$ cat config.mk
export PLATFORM = sky130hd
export DESIGN_NAME = shear_test_display
export DESIGN_NICKNAME = d
export VERILOG_FILES = /design/src/hw/shear_test_pkg.sv /design/src/hw/shear_test_display.sv
export SDC_FILE = /design/constraint.sdc
export NUM_CORES = 1
export LEC_CHECK = 0
export CAP_MARGIN = 20
export CORE_MARGIN = 2
export CORE_UTILIZATION = 56
export DETAILED_ROUTE_END_ITERATION = 6
export DONT_BUFFER_PORTS = 1
export MAX_ROUTING_LAYER = met4
export PLACE_DENSITY = 0.71
export SYNTH_ARGS = -nofsm -noshare
export SYNTH_HDL_FRONTEND = slang
export SYNTH_SLANG_ARGS = --single-unit
$ cat constraint.sdc
create_clock -name pclk -period 6.4 [get_ports pclk]
set_input_delay 0.32 -clock pclk [delete_from_list [all_inputs] [get_ports pclk]]
set_output_delay 0.32 -clock pclk [all_outputs]
set_load 0.02 [all_outputs]
$ cat src/hw/shear_test_pkg.sv
// Constants for the shear test and error display logic.
// Assumes a 250 MHz pclk; all offsets are APB byte addresses.
package shear_test_pkg;
    localparam logic [7:0] OFF_MODE = 8'h00;
    localparam logic [7:0] OFF_KEYS = 8'h04;
    localparam logic [7:0] OFF_GAIN_COR = 8'h08;
    localparam logic [7:0] OFF_GAIN_TOT = 8'h0C;
    localparam logic [7:0] OFF_OFFS_COR = 8'h10;
    localparam logic [7:0] OFF_OFFS_TOT = 8'h14;
    localparam logic [7:0] OFF_DIR = 8'h18;
    localparam logic [7:0] OFF_LINE_CNT = 8'h1C;
    localparam logic [7:0] OFF_CARR_CNT = 8'h20;
    localparam logic [7:0] OFF_POS_ERR = 8'h24;
    localparam logic [7:0] OFF_LEDS = 8'h28;
    localparam logic [7:0] OFF_INPUTS = 8'h2C;
    localparam logic [7:0] OFF_PAR_IN = 8'h30;
    localparam logic [7:0] OFF_STORE = 8'h34;
    // Mode register values
    localparam logic [3:0] MODE_RUN = 4'h0;
    localparam logic [3:0] MODE_ADJUST = 4'h1;
    localparam logic [3:0] MODE_LINE_DIR = 4'h2;
    localparam logic [3:0] MODE_CARR_DIR = 4'h3;
    localparam logic [3:0] MODE_OFFS_COR = 4'h4;
    localparam logic [3:0] MODE_GAIN_COR = 4'h5;
    localparam logic [3:0] MODE_OFFS_TOT = 4'h6;
    localparam logic [3:0] MODE_GAIN_TOT = 4'h7;
    localparam logic [3:0] MODE_IND_TEST = 4'h8;
    localparam logic [3:0] MODE_CTRL_IN = 4'h9;
    localparam logic [3:0] MODE_PAR_IN = 4'hA;
    // Key bits in the key register
    localparam int KEY_A = 0;
    localparam int KEY_B = 1;
    localparam int KEY_C = 2;
    localparam int KEY_STORE = 3;
    localparam int KEY_VIEW = 4;
    // Reset values
    localparam logic [23:0] GAIN_COR_RST = 24'h0000C8;
    localparam logic [23:0] GAIN_TOT_RST = 24'h000000;
    localparam logic [23:0] OFFS_RST = 24'h000000;
    // Scroll timing: one step per interval while a key is held
    localparam int CLK_HZ = 250_000_000;
    localparam int SCROLL_MS = 10;
    localparam int SCROLL_CYC = CLK_HZ / 1000 * SCROLL_MS;
    // Indicator test step time
    localparam int STEP_MS = 200;
    localparam int STEP_CYC = CLK_HZ / 1000 * STEP_MS;
    // Encoder rate limit and the least pulse spacing it implies
    localparam int ENC_MAX_KHZ = 300;
    localparam int ENC_MIN_CYC = CLK_HZ / (ENC_MAX_KHZ * 1000);
    // Simulated error for the correction-gain test, and offset scale
    localparam logic [15:0] GAIN_TEST_ERR = 16'h0400;
    localparam int OFFS_TEST_SCALE = 100;
    // Bar graph band width in counts
    localparam int BAND_W = 8;
    localparam int NUM_LEDS = 8;
    localparam int NUM_OUTS = 8;
    localparam int NUM_CIN = 12;
endpackage

$ cat src/hw/shear_test_display.sv
// Keypad test modes, encoder direction test and eight-LED error bar.
// Assumes quadrature encoder inputs already synchronous to pclk.
`timescale 1ns/10ps
//Function
// - Adjust mode: held A/B scrolls gains
// - Adjust mode store key saves gains
// - Adjust mode key C recentres bar
// - Line direction test: up/down encoder counter
// - A inverts, B clears, store saves direction
// - Same direction test for carriage encoder
// - Offset test scrolls, output scaled hundredfold
// - Gain test scrolls, simulated 1024 error
// - Total offset and gain tests scroll
// - Indicator test walks LEDs and outputs
// - Inputs shown hex or one-of-12
// - Parallel lines shown on display
// - Eight LEDs show position error
// - Zero error lights both centre greens
// - Bands of eight counts per LED
// - Bar up positive, down negative
// - Polarity inverted for reverse motion
// - Counting handles up to 300 kHz
module shear_test_display
    import shear_test_pkg::*;
#(
    parameter int SCROLL_CYCLES = SCROLL_CYC,
    parameter int STEP_CYCLES = STEP_CYC
) (
    input wire logic pclk,
    input wire logic presetn,
    input wire logic psel,
    input wire logic penable,
    input wire logic pwrite,
    input wire logic [7:0] paddr,
    input wire logic [31:0] pwdata,
    output logic [31:0] prdata,
    output logic pready,
    output logic pslverr,
    input wire logic line_a,
    input wire logic line_b,
    input wire logic carr_a,
    input wire logic carr_b,
    input wire logic [15:0] pos_err,
    input wire logic reverse_motion,
    input wire logic [NUM_CIN-1:0] ctrl_in,
    input wire logic [15:0] par_in,
    output logic [NUM_LEDS-1:0] leds,
    output logic [NUM_OUTS-1:0] ctrl_out,
    output logic ctrl_out_test,
    output logic store_req,
    output logic [15:0] corr_test_err,
    output logic [23:0] offs_test_out,
    output logic [23:0] display_val
);
    logic wr_en;
    logic [3:0] mode_q;
    logic [4:0] keys_q;
    logic [4:0] keys_prev_q;
    logic [4:0] key_edge;
    logic [23:0] gain_cor_q;
    logic [23:0] gain_tot_q;
    logic [23:0] offs_cor_q;
    logic [23:0] offs_tot_q;
    logic line_dir_q;
    logic carr_dir_q;
    logic line_inv_q;
    logic carr_inv_q;
    logic [15:0] line_cnt_q;
    logic [15:0] carr_cnt_q;
    logic [1:0] line_ab_q;
    logic [1:0] carr_ab_q;
    logic line_step;
    logic line_up;
    logic carr_step;
    logic carr_up;
    logic [31:0] scroll_cnt_q;
    logic scroll_tick;
    logic [31:0] step_cnt_q;
    logic [4:0] walk_q;
    logic recentre_q;
    logic store_q;
    logic [NUM_LEDS-1:0] bar_leds;
    logic [15:0] err_mag;
    logic err_neg;
    logic [3:0] cin_idx;
    logic in_scroll;
    logic view_q;

    assign wr_en = psel && penable && pwrite;
    assign pready = 1'b1;
    assign key_edge = keys_q & ~keys_prev_q;
    assign in_scroll = mode_q inside {MODE_ADJUST, MODE_OFFS_COR,
        MODE_GAIN_COR, MODE_OFFS_TOT, MODE_GAIN_TOT};

    always_ff @(posedge pclk or negedge presetn) begin
        if (!presetn) begin
            mode_q <= MODE_RUN;
            keys_q <= 5'h00;
            keys_prev_q <= 5'h00;
        end else begin
            keys_prev_q <= keys_q;
            if (wr_en && paddr == OFF_MODE) begin
                mode_q <= pwdata[3:0];
            end
            if (wr_en && paddr == OFF_KEYS) begin
                keys_q <= pwdata[4:0];
            end
        end
    end

    // Auto-repeat rate for held keys; restarts so a tap gives one step
    always_ff @(posedge pclk or negedge presetn) begin
        if (!presetn) begin
            scroll_cnt_q <= 32'h0;
        end else if (!(keys_q[KEY_A] || keys_q[KEY_B])) begin
            scroll_cnt_q <= 32'h0;
        end else if (scroll_cnt_q >= 32'(SCROLL_CYCLES - 1)) begin
            scroll_cnt_q <= 32'h0;
        end else begin
            scroll_cnt_q <= scroll_cnt_q + 32'h1;
        end
    end
    assign scroll_tick = (keys_q[KEY_A] || keys_q[KEY_B])
        && scroll_cnt_q == 32'h0;

    // Gain and offset scrolling; gains hold at zero going down, all else wraps
    always_ff @(posedge pclk or negedge presetn) begin
        if (!presetn) begin
            gain_cor_q <= GAIN_COR_RST;
            gain_tot_q <= GAIN_TOT_RST;
            offs_cor_q <= OFFS_RST;
            offs_tot_q <= OFFS_RST;
        end else if (in_scroll && scroll_tick) begin
            case (mode_q)
                MODE_ADJUST, MODE_GAIN_COR: begin
                    if (keys_q[KEY_A]) begin
                        gain_cor_q <= gain_cor_q + 24'h1;
                    end else if (gain_cor_q != 24'h0) begin
                        gain_cor_q <= gain_cor_q - 24'h1;
                    end
                    if (mode_q == MODE_ADJUST) begin
                        if (keys_q[KEY_A]) begin
                            gain_tot_q <= gain_tot_q + 24'h1;
                        end else if (gain_tot_q != 24'h0) begin
                            gain_tot_q <= gain_tot_q - 24'h1;
                        end
                    end
                end
                MODE_GAIN_TOT: begin
                    if (keys_q[KEY_A]) begin
                        gain_tot_q <= gain_tot_q + 24'h1;
                    end else if (gain_tot_q != 24'h0) begin
                        gain_tot_q <= gain_tot_q - 24'h1;
                    end
                end
                MODE_OFFS_COR: begin
                    offs_cor_q <= keys_q[KEY_A] ? offs_cor_q + 24'h1
                        : offs_cor_q - 24'h1;
                end
                MODE_OFFS_TOT: begin
                    offs_tot_q <= keys_q[KEY_A] ? offs_tot_q + 24'h1
                        : offs_tot_q - 24'h1;
                end
                default: begin
                end
            endcase
        end else if (wr_en) begin
            if (paddr == OFF_GAIN_COR) gain_cor_q <= pwdata[23:0];
            if (paddr == OFF_GAIN_TOT) gain_tot_q <= pwdata[23:0];
            if (paddr == OFF_OFFS_COR) offs_cor_q <= pwdata[23:0];
            if (paddr == OFF_OFFS_TOT) offs_tot_q <= pwdata[23:0];
        end
    end

    // Quadrature decode, one count per edge of either channel
    assign line_step = (line_ab_q != {line_a, line_b});
    assign line_up = (line_ab_q[1] ^ line_b) ^ line_inv_q;
    assign carr_step = (carr_ab_q != {carr_a, carr_b});
    assign carr_up = (carr_ab_q[1] ^ carr_b) ^ carr_inv_q;

    always_ff @(posedge pclk or negedge presetn) begin
        if (!presetn) begin
            line_ab_q <= 2'b00;
            carr_ab_q <= 2'b00;
            line_cnt_q <= 16'h0;
            carr_cnt_q <= 16'h0;
        end else begin
            line_ab_q <= {line_a, line_b};
            carr_ab_q <= {carr_a, carr_b};
            if (mode_q == MODE_LINE_DIR && key_edge[KEY_B]) begin
                line_cnt_q <= 16'h0;
            end else if (mode_q == MODE_LINE_DIR && line_step) begin
                line_cnt_q <= line_up ? line_cnt_q + 16'h1
                    : line_cnt_q - 16'h1;
            end
            if (mode_q == MODE_CARR_DIR && key_edge[KEY_B]) begin
                carr_cnt_q <= 16'h0;
            end else if (mode_q == MODE_CARR_DIR && carr_step) begin
                carr_cnt_q <= carr_up ? carr_cnt_q + 16'h1
                    : carr_cnt_q - 16'h1;
            end
        end
    end

    // Working direction is edited by key A, stored by the store key
    always_ff @(posedge pclk or negedge presetn) begin
        if (!presetn) begin
            line_inv_q <= 1'b0;
            carr_inv_q <= 1'b0;
            line_dir_q <= 1'b0;
            carr_dir_q <= 1'b0;
        end else begin
            if (mode_q == MODE_LINE_DIR && key_edge[KEY_A]) begin
                line_inv_q <= ~line_inv_q;
            end else if (mode_q != MODE_LINE_DIR) begin
                line_inv_q <= line_dir_q;
            end
            if (mode_q == MODE_CARR_DIR && key_edge[KEY_A]) begin
                carr_inv_q <= ~carr_inv_q;
            end else if (mode_q != MODE_CARR_DIR) begin
                carr_inv_q <= carr_dir_q;
            end
            if (mode_q == MODE_LINE_DIR && key_edge[KEY_STORE]) begin
                line_dir_q <= line_inv_q;
            end else if (wr_en && paddr == OFF_DIR) begin
                line_dir_q <= pwdata[0];
            end
            if (mode_q == MODE_CARR_DIR && key_edge[KEY_STORE]) begin
                carr_dir_q <= carr_inv_q;
            end else if (wr_en && paddr == OFF_DIR) begin
                carr_dir_q <= pwdata[1];
            end
        end
    end

    // Store request pulse and bar recentring
    always_ff @(posedge pclk or negedge presetn) begin
        if (!presetn) begin
            store_q <= 1'b0;
            recentre_q <= 1'b0;
            view_q <= 1'b0;
        end else begin
            store_q <= key_edge[KEY_STORE] && (mode_q == MODE_ADJUST
                || mode_q == MODE_LINE_DIR
                || mode_q == MODE_CARR_DIR);
            // Key A touch toggles the view; leaving the mode drops it
            view_q <= (mode_q == MODE_CTRL_IN)
                && (view_q ^ key_edge[KEY_A]);
            if (mode_q == MODE_ADJUST && key_edge[KEY_C]) begin
                recentre_q <= 1'b1;
            end else if (mode_q != MODE_ADJUST || keys_q[KEY_A]
                    || keys_q[KEY_B]) begin
                recentre_q <= 1'b0;
            end
        end
    end
    assign store_req = store_q;

    // Indicator test walk: each LED then each output, on then off
    always_ff @(posedge pclk or negedge presetn) begin
        if (!presetn) begin
            step_cnt_q <= 32'h0;
            walk_q <= 5'h0;
        end else if (mode_q != MODE_IND_TEST) begin
            step_cnt_q <= 32'h0;
            walk_q <= 5'h0;
        end else if (step_cnt_q >= 32'(STEP_CYCLES - 1)) begin
            step_cnt_q <= 32'h0;
            walk_q <= walk_q + 5'h1;
        end else begin
            step_cnt_q <= step_cnt_q + 32'h1;
        end
    end

    // Bar graph: sign, magnitude, bands of eight counts
    always_comb begin
        logic [15:0] e;
        int band;
        e = pos_err;
        band = 0;
        bar_leds = '0;
        err_neg = e[15] ^ reverse_motion;
        err_mag = e[15] ? 16'(-e) : e;
        band = int'(err_mag) / BAND_W;
        if (band > NUM_LEDS / 2 - 1) begin
            band = NUM_LEDS / 2 - 1;
        end
        if (err_mag == 16'h0 || recentre_q) begin
            bar_leds[NUM_LEDS/2] = 1'b1;
            bar_leds[NUM_LEDS/2-1] = 1'b1;
        end else if (!err_neg) begin
            bar_leds[NUM_LEDS/2] = 1'b1;
            bar_leds[NUM_LEDS/2 + band] = 1'b1;
        end else begin
            bar_leds[NUM_LEDS/2-1] = 1'b1;
            bar_leds[NUM_LEDS/2-1 - band] = 1'b1;
        end
    end

    always_comb begin
        cin_idx = 4'hF;
        for (int i = NUM_CIN - 1; i >= 0; i--) begin
            if (ctrl_in[i]) cin_idx = 4'(i);
        end
    end

    // LED, control, test and display outputs are registered
    always_ff @(posedge pclk or negedge presetn) begin
        if (!presetn) begin
            leds <= '0;
            ctrl_out <= '0;
            ctrl_out_test <= 1'b0;
            corr_test_err <= 16'h0;
            offs_test_out <= 24'h0;
            display_val <= 24'h0;
        end else begin
            ctrl_out_test <= (mode_q == MODE_IND_TEST);
            if (mode_q == MODE_IND_TEST) begin
                leds <= (walk_q < 5'(NUM_LEDS))
                    ? NUM_LEDS'(1) << walk_q[2:0] : '0;
                ctrl_out <= (walk_q >= 5'(NUM_LEDS)
                    && walk_q < 5'(NUM_LEDS + NUM_OUTS))
                    ? NUM_OUTS'(1) << walk_q[2:0] : '0;
            end else begin
                leds <= bar_leds;
                ctrl_out <= '0;
            end
            corr_test_err <= (mode_q == MODE_GAIN_COR)
                ? GAIN_TEST_ERR : 16'h0;
            offs_test_out <= (mode_q == MODE_OFFS_COR)
                ? 24'(offs_cor_q * OFFS_TEST_SCALE) : offs_cor_q;
            case (mode_q)
                MODE_ADJUST: display_val <= gain_cor_q;
                MODE_LINE_DIR: display_val <= {8'h0, line_cnt_q};
                MODE_CARR_DIR: display_val <= {8'h0, carr_cnt_q};
                MODE_OFFS_COR: display_val <= offs_cor_q;
                MODE_GAIN_COR: display_val <= gain_cor_q;
                MODE_OFFS_TOT: display_val <= offs_tot_q;
                MODE_GAIN_TOT: display_val <= gain_tot_q;
                MODE_CTRL_IN: display_val <= view_q
                    ? {20'h0, cin_idx} : {12'h0, ctrl_in};
                MODE_PAR_IN: display_val <= {8'h0, par_in};
                default: display_val <= 24'h0;
            endcase
        end
    end

    always_comb begin
        prdata = 32'h0;
        pslverr = 1'b0;
        case (paddr)
            OFF_MODE: prdata = {28'h0, mode_q};
            OFF_KEYS: prdata = {27'h0, keys_q};
            OFF_GAIN_COR: prdata = {8'h0, gain_cor_q};
            OFF_GAIN_TOT: prdata = {8'h0, gain_tot_q};
            OFF_OFFS_COR: prdata = {8'h0, offs_cor_q};
            OFF_OFFS_TOT: prdata = {8'h0, offs_tot_q};
            OFF_DIR: prdata = {30'h0, carr_dir_q, line_dir_q};
            OFF_LINE_CNT: prdata = {16'h0, line_cnt_q};
            OFF_CARR_CNT: prdata = {16'h0, carr_cnt_q};
            OFF_POS_ERR: prdata = {16'h0, pos_err};
            OFF_LEDS: prdata = {24'h0, leds};
            OFF_INPUTS: prdata = {20'h0, ctrl_in};
            OFF_PAR_IN: prdata = {16'h0, par_in};
            OFF_STORE: prdata = {31'h0, store_q};
            default: pslverr = psel && penable;
        endcase
    end

    a_zero_centre: assert property (@(posedge pclk) disable iff (!presetn)
        mode_q == MODE_RUN && pos_err == 16'h0 && !recentre_q
        |=> leds == 8'h18)
        else $error("zero error not centred");
    a_small_one_green: assert property (@(posedge pclk)
        disable iff (!presetn)
        mode_q == MODE_RUN && !recentre_q && !reverse_motion
        && pos_err == 16'h0005 |=> leds == 8'h10)
        else $error("small error wrong led");
    a_band_two: assert property (@(posedge pclk) disable iff (!presetn)
        mode_q == MODE_RUN && !recentre_q && !reverse_motion
        && pos_err == 16'h0008 |=> leds == 8'h30)
        else $error("second band wrong");
    a_neg_down: assert property (@(posedge pclk) disable iff (!presetn)
        mode_q == MODE_RUN && !recentre_q && !reverse_motion
        && pos_err == 16'hFFF9 |=> leds == 8'h08)
        else $error("negative error wrong side");
    a_reverse_flip: assert property (@(posedge pclk)
        disable iff (!presetn)
        mode_q == MODE_RUN && !recentre_q && reverse_motion
        && pos_err == 16'h0005 |=> leds == 8'h08)
        else $error("reverse not inverted");
    a_saturate_out: assert property (@(posedge pclk)
        disable iff (!presetn)
        mode_q == MODE_RUN && !recentre_q && !reverse_motion
        && pos_err == 16'h01F4 |=> leds == 8'h90)
        else $error("saturation wrong");
    a_gain_err: assert property (@(posedge pclk) disable iff (!presetn)
        mode_q == MODE_GAIN_COR |=> corr_test_err == 16'h0400)
        else $error("test error not 1024");
    a_clear_line: assert property (@(posedge pclk) disable iff (!presetn)
        mode_q == MODE_LINE_DIR && key_edge[KEY_B]
        |=> line_cnt_q == 16'h0)
        else $error("line counter not cleared");
    a_store_pulse: assert property (@(posedge pclk) disable iff (!presetn)
        mode_q == MODE_ADJUST && key_edge[KEY_STORE] |=> store_req)
        else $error("store not requested");
    a_line_count: assert property (@(posedge pclk) disable iff (!presetn)
        mode_q == MODE_LINE_DIR && !key_edge[KEY_B] && line_step
        |=> line_cnt_q != $past(line_cnt_q))
        else $error("line counter not stepping");
endmodule // shear_test_display

Word level (Yosys, flattened, before mapping)
Cells that the tools add are included.
Cells by class
  add/sub/neg operators: 18
  $mul: 1
  magnitude comparators: 10
  equal/unequal tests: 35
  shift operators: 1
  mux-type cells: 77
  bitwise operators: 10
  reduce and logical (&&, ||, !) cells: 52
Operators by type and width (count)
  24-bit 2-to-1 mux: 23
  24-bit case mux with 14 select lines: 1
  24-bit case mux with 8 select lines: 1
  32-bit 2-to-1 mux: 4
  16-bit 2-to-1 mux: 7
  24-bit by 1-bit adder with 24-bit output (second input constant): 4
  24-bit by 1-bit subtractor with 24-bit output (second input constant): 4
  32-bit by 1-bit adder with 32-bit output (second input constant): 2
  32-bit by 1-bit >= comparator with 1-bit output (second input constant): 2
  32-bit by 5-bit less-than comparator with 1-bit output (second input constant): 2
  8-bit by 6-bit equality test with 1-bit output (second input constant): 6
  24-bit case mux with 2 select lines: 1
  24-bit nonzero test: 2
  4-bit 2-to-1 mux: 11
  8-bit 2-to-1 mux: 5
  16-bit by 1-bit adder with 16-bit output (second input constant): 2
  4-bit by 32-bit adder with 32-bit output (first input constant): 1
  8-bit by 5-bit equality test with 1-bit output (second input constant): 4
  32-bit by 22-bit >= comparator with 1-bit output (second input constant): 1
  32-bit by 26-bit >= comparator with 1-bit output (second input constant): 1
  32-bit zero test: 1
  16-bit by 1-bit subtractor with 16-bit output (second input constant): 2
  3-bit by 32-bit subtractor with 32-bit output (first input constant): 1
  2-bit nonzero test: 13
  other kinds (43): 103
Storage, ports and cells
  flip-flop bits (word level): 297
  bits of input ports: 94
  output and inout bits: 116
  logic and storage cells: 231

Depth between registers and ports, before layout
  word-level depth: 14
  mapped depth: 16
  depth with buffers taken out: 16

Worst setup path before layout
OpenSTA, ideal clock, no wires.
  path kind: reg-to-reg
  from: register keys_q[0]
  to: register offs_cor_q[20]
  setup time: 124 ps
  arrival: 5276 ps
  data required time: 6276 ps
  setup slack: 1000 ps
  cell stages (with the launch flop): 13
  buffers on the path: 1
  period minus slack after synthesis: 5400 ps
  cells stage by stage: dfrtp_1 buf_4 clkinv_1 fa_1 a211oi_1 nor2_1 o22a_1 a211o_1 and4_1 or3_1 a41o_1 xnor2_1 o21bai_1
On the way
  longest elaborated chain between the ends: 5
  elaborated cells between the ends (all ways): 10
  those cells by class: eq/ne: 1; mux: 3; reduce/logical: 6
RTL lines
  start: declaration: line shear_test_display.sv:57  | logic [4:0] keys_q;
  start signal: assignment: line shear_test_display.sv:106  | keys_q <= pwdata[4:0];
  1-bit logical OR: line shear_test_display.sv:123  | assign scroll_tick = (keys_q[KEY_A] || keys_q[KEY_B])
  1-bit logical AND: line shear_test_display.sv:124  | && scroll_cnt_q == 32'h0;
  1-bit logical AND: line shear_test_display.sv:133  | end else if (in_scroll && scroll_tick) begin
  2-bit by 1-bit != test with 1-bit output (no line) / 2-bit nonzero test (equally long branches)
  3-bit AND reduction (no line)
  end signal: assignment: line shear_test_display.sv:157  | offs_cor_q <= keys_q[KEY_A] ? offs_cor_q + 24'h1
  end signal: assignment: line shear_test_display.sv:170  | if (paddr == OFF_OFFS_COR) offs_cor_q <= pwdata[23:0];
  end: declaration: line shear_test_display.sv:62  | logic [23:0] offs_cor_q;
Several ways; a longest one is shown, not always the timed one. The select of a mux whose other input is x is not followed.
A chain may end at the register's enable or synchronous reset.

Final worst setup path
  from: register offs_cor_q[3]
  to: register offs_test_out[22]
On the way
  longest elaborated chain between the ends: 2
RTL lines
  24-bit by 5-bit multiplier with 22-bit output: line shear_test_display.sv:331  | ? 24'(offs_cor_q * OFFS_TEST_SCALE) : offs_cor_q;
  24-bit 2-to-1 mux: line shear_test_display.sv:331
  end signal: assignment: line shear_test_display.sv:330  | offs_test_out <= (mode_q == MODE_OFFS_COR)
  end: declaration: line shear_test_display.sv:52  | output logic [23:0] offs_test_out,
No other way between the ends.

==> metrics.md <==
| Metric | Value |
|---|---|
| Hold Path Class | input port to async pin |
| Place WS | 1997 ps |
| NetSw | 1406 uW |
| Routed wire length | 69440 um |
| Post-Synth Simple-Gate Area | 17.60% |
| Synth warnings | 0 |
| Chip width | 198.6 um |
| Crit Path Class | flip-flop to flip-flop |
| Post-synth top area cell | dfrtp_1 |
| Routed wire per std cell | 23.47 um |
| Routed vias/inst | 6.559 |
| Synth Area in Adders | 12.76% |
| Total of max-cap violations | 0 |
| Pin count of the biggest net entering global routing | 288 |
| IO Pins | 210 |
| CTS tree | built |
| CORE AREA | 37490 um^2 |
| Crit-path max FO | 8 |
| Initial antenna violation count | 3 |
| Die area | 39430 um^2 |
| FF-to-FF setup slack | 1960 ps |
| Worst slew pin tran | 1092 ps |
| Synth Instances | 2379 |
| DR vias | 19400 |
| GP Congestion | 1.003 |
| Resize count post-CTS | 0 |
| Slew margin rel. | 27.20% |
| Combinational family with the most area after synthesis | compound AO/OA/AOI/OAI gates |
| Post-synth top cells | dfrtp_1 (284), nor2_1 (239), a21oi_1 (216) |
| Failing checks | DRC, hold timing |
| WP data arrival | 4860 ps |
| Final hold violation count | 287 |
| Hold buffers post-CTS | 34 |
| CTS buffer count | 35 |
| Synth top area cells | dfrtp_1 (34%), ha_1 (11%), a21oi_1 (5.1%) |
| Total GRT Usage | 36.37% |
| Sequential share of power | 40.7% |
| Yosys cell types | 100 |
| Post-synth EDFFs | 0 |
| Cell count of the worst reg-to-reg path | 16 |
| Count of input and output buffers | 0 |
| Die Ht | 198.6 um |
| Setup ws final | 1962 ps |
| Int Pwr | 3414 uW |
| Vias in the first global route | 18610 |
| Final core utilization | 62.18% |
| Global-route wire length before repair | 106800 um |
| Fin crit share | 69.34% |
| Total number of H-tree levels | 2 |
| Final min period | 4438 ps |
| CP Data Required Time | 6830 ps |
| Syn-to-layout area delta | 9.932% |
| Post-Synth XOR/XNOR Area | 7.146% |
| Sequential fraction of the synthesis area | 33.89% |
| Setup Skew | 22.44 ps |
| Asr flop ratio synth | 100.0% |
| Reg2reg end | offs_test_out[22] |
| Worst Hold Slack | -555.8 ps |
| Pwr dens | 206.8 nW/um^2 |
| Multiplexer share of the synthesized area | 1.009% |
| Final TNS setup | 0 ps |
| DRT antenna net count | 0 |
| Cell Area, Synth | 21200 um^2 |
| Static Leak | 0.01065 uW |
| Final setup fails | 0 |
| VDD IR-drop max | 0.0002377 V |
| # rows | 71 |
| Residual DRC count | 55 |
| Compound-Gate Fraction of Synth Area | 23.14% |
| Dominant synthesized flop cell | dfrtp_1 |
| Yosys reg bits | 287 |
| Gate power share | 16.7% |
| Crit. End Element | flip-flop |
| Fmax | 0.2253 GHz |
| Critical Path Source Type | flip-flop |
| Avg Inst Size Synth | 8.912 um^2 |
| Share of cells above drive strength 1 | 6.710% |
| Unrepaired setup endpoints after global routing | no |
| First-pass DRT Iterations | 7 |
| Nets | 2715 |
| Initial Utilization | 56.56% |
| Initial DRC count | 2332 |
| Worst-Skew Late Latency | 580 ps |
| Run status | finished, violations left |
| RR Startpoint | offs_cor_q[3] |
| Post-CTS setup buffer count | 0 |
| Synth top area share | 33.52% |
| Clock power frac | 42.6% |
| Reg clk slew, reported paths | 60 ps |
| CTS sink count | 287 |
| Switch share | 29.17% |
| Root Driver | clkbuf_16 |
| Post-DP HPWL | 50180 um |
| Pins Over Slew Limit | 0 |
| Clk buf depth | 3 |
| Global route overflow | 0 |
| Count leader, synth | dfrtp_1 |
==> metrics by stage <==
step | hold WS (ps) | area (um^2) | total power [uW] | std cells
4_1_cts | -565.5 | 23270 | 4830 | 2952
2_1_floorplan | 24.41 | 21360 | 2598 | 2422
5_1_grt | -573.4 | 23310 | 5006 | 2958
3_3_place_gp | 30.48 | 21750 | 2735 | 2855
3_5_place_dp | 30.05 | 21750 | 2756 | 2855
6_report | -555.8 | 23310 | 4820 | 2958
==> routing by layer <==
layer	wire [um]	track usage (%)	share of wire [%]	vias to the layer above
met4	3733	17.25	5.4	0
met5	0	-	0	-
met1	27200	45.92	39	9355
met2	30860	54.84	44	997
li1	-	-	-	8801
met3	7638	9.054	11	248
==> power groups by stage <==
stage	Sequential, uW	Clock [uW]	Combinational (uW)
after CTS	1960	2080	792
after floorplan	1950	0	644
after detailed placement	1990	0	767
after global routing	1970	2150	891
final	1960	2050	806
after global placement	1990	0	747
==> placed cells by master, fill, tap and decap left out, drive strengths merged, types with 22 or more instances in the layout <==
master,Yosys,routed
a211oi,31,31
a21o,50,50
a21oi,218,218
a221oi,27,27
a222oi,45,45
a22o,33,33
a22oi,54,54
a31oi,24,24
and2,35,35
and3,31,31
buf,46,33
clkbuf,62,49
conb,2,45
dfrtp,284,284
dlygate4sd3,0,34
fa,22,22
ha,181,181
inv,107,109
nand2,184,184
nand2b,22,22
nand3,76,76
nand4,29,29
nor2,240,240
nor3,43,43
nor4,28,28
o21a,27,27
o21ai,101,101
xnor2,95,95
xor2,78,78
==> worst max-delay path, stage by stage (launching register included) <==
cell	delay, ps
dfrtp_1	650
ha_1	340
ha_1	270
inv_1	50
fa_1	490
inv_1	40
ha_1	340
a21o_1	180
a21o_1	210
a21boi_0	260
o21ai_1	170
a211oi_1	320
nor2_1	100
or4_1	410
a31oi_1	210
xor2_1	170
o21ai_1	70
==> cell families after synthesis <==
kind of cell             Yosys count
buffers and inverters            216
AND/OR/NAND/NOR                  763
flip-flops                       287
XOR/XNOR                         173
other                              2
AO/OA/AOI/OAI                    715
multiplexers                      20
adder cells (fa/ha/maj)          203
==> sequential cells by signal, summed over array words and instances, names as in the netlist, 8 cells and up <==
signal / count
ctrl_out: 8
offs_test_out: 24
offs_cor_q: 24
display_val: 24
line_cnt_q: 16
offs_tot_q: 24
scroll_cnt_q: 32
gain_cor_q: 24
leds: 8
step_cnt_q: 32
gain_tot_q: 24
carr_cnt_q: 16
==> worst max-delay path by stage <==
stage / from / end
finish: offs_cor_q[3] / offs_test_out[22]
global route: offs_cor_q[4] / offs_test_out[23]
CTS: offs_cor_q[3] / offs_test_out[22]
detailed placement: offs_cor_q[3] / offs_test_out[22]
global placement: offs_cor_q[3] / offs_test_out[22]
floorplan: keys_q[0] / offs_cor_q[20]
==> cell type report <==
type,instances,area (um^2)
Clock inverter,14,177.7
Clock buffer,49,998.5
Antenna cell,3,7.507
Tap cell,511,639.4
Inverter,108,406.6
Timing Repair Buffer,67,599.3
Fill cell,3203,14180
Sequential cell,287,7186
Multi-Input combinational cell,1919,13290
Power figures use the tool's default switching activity.
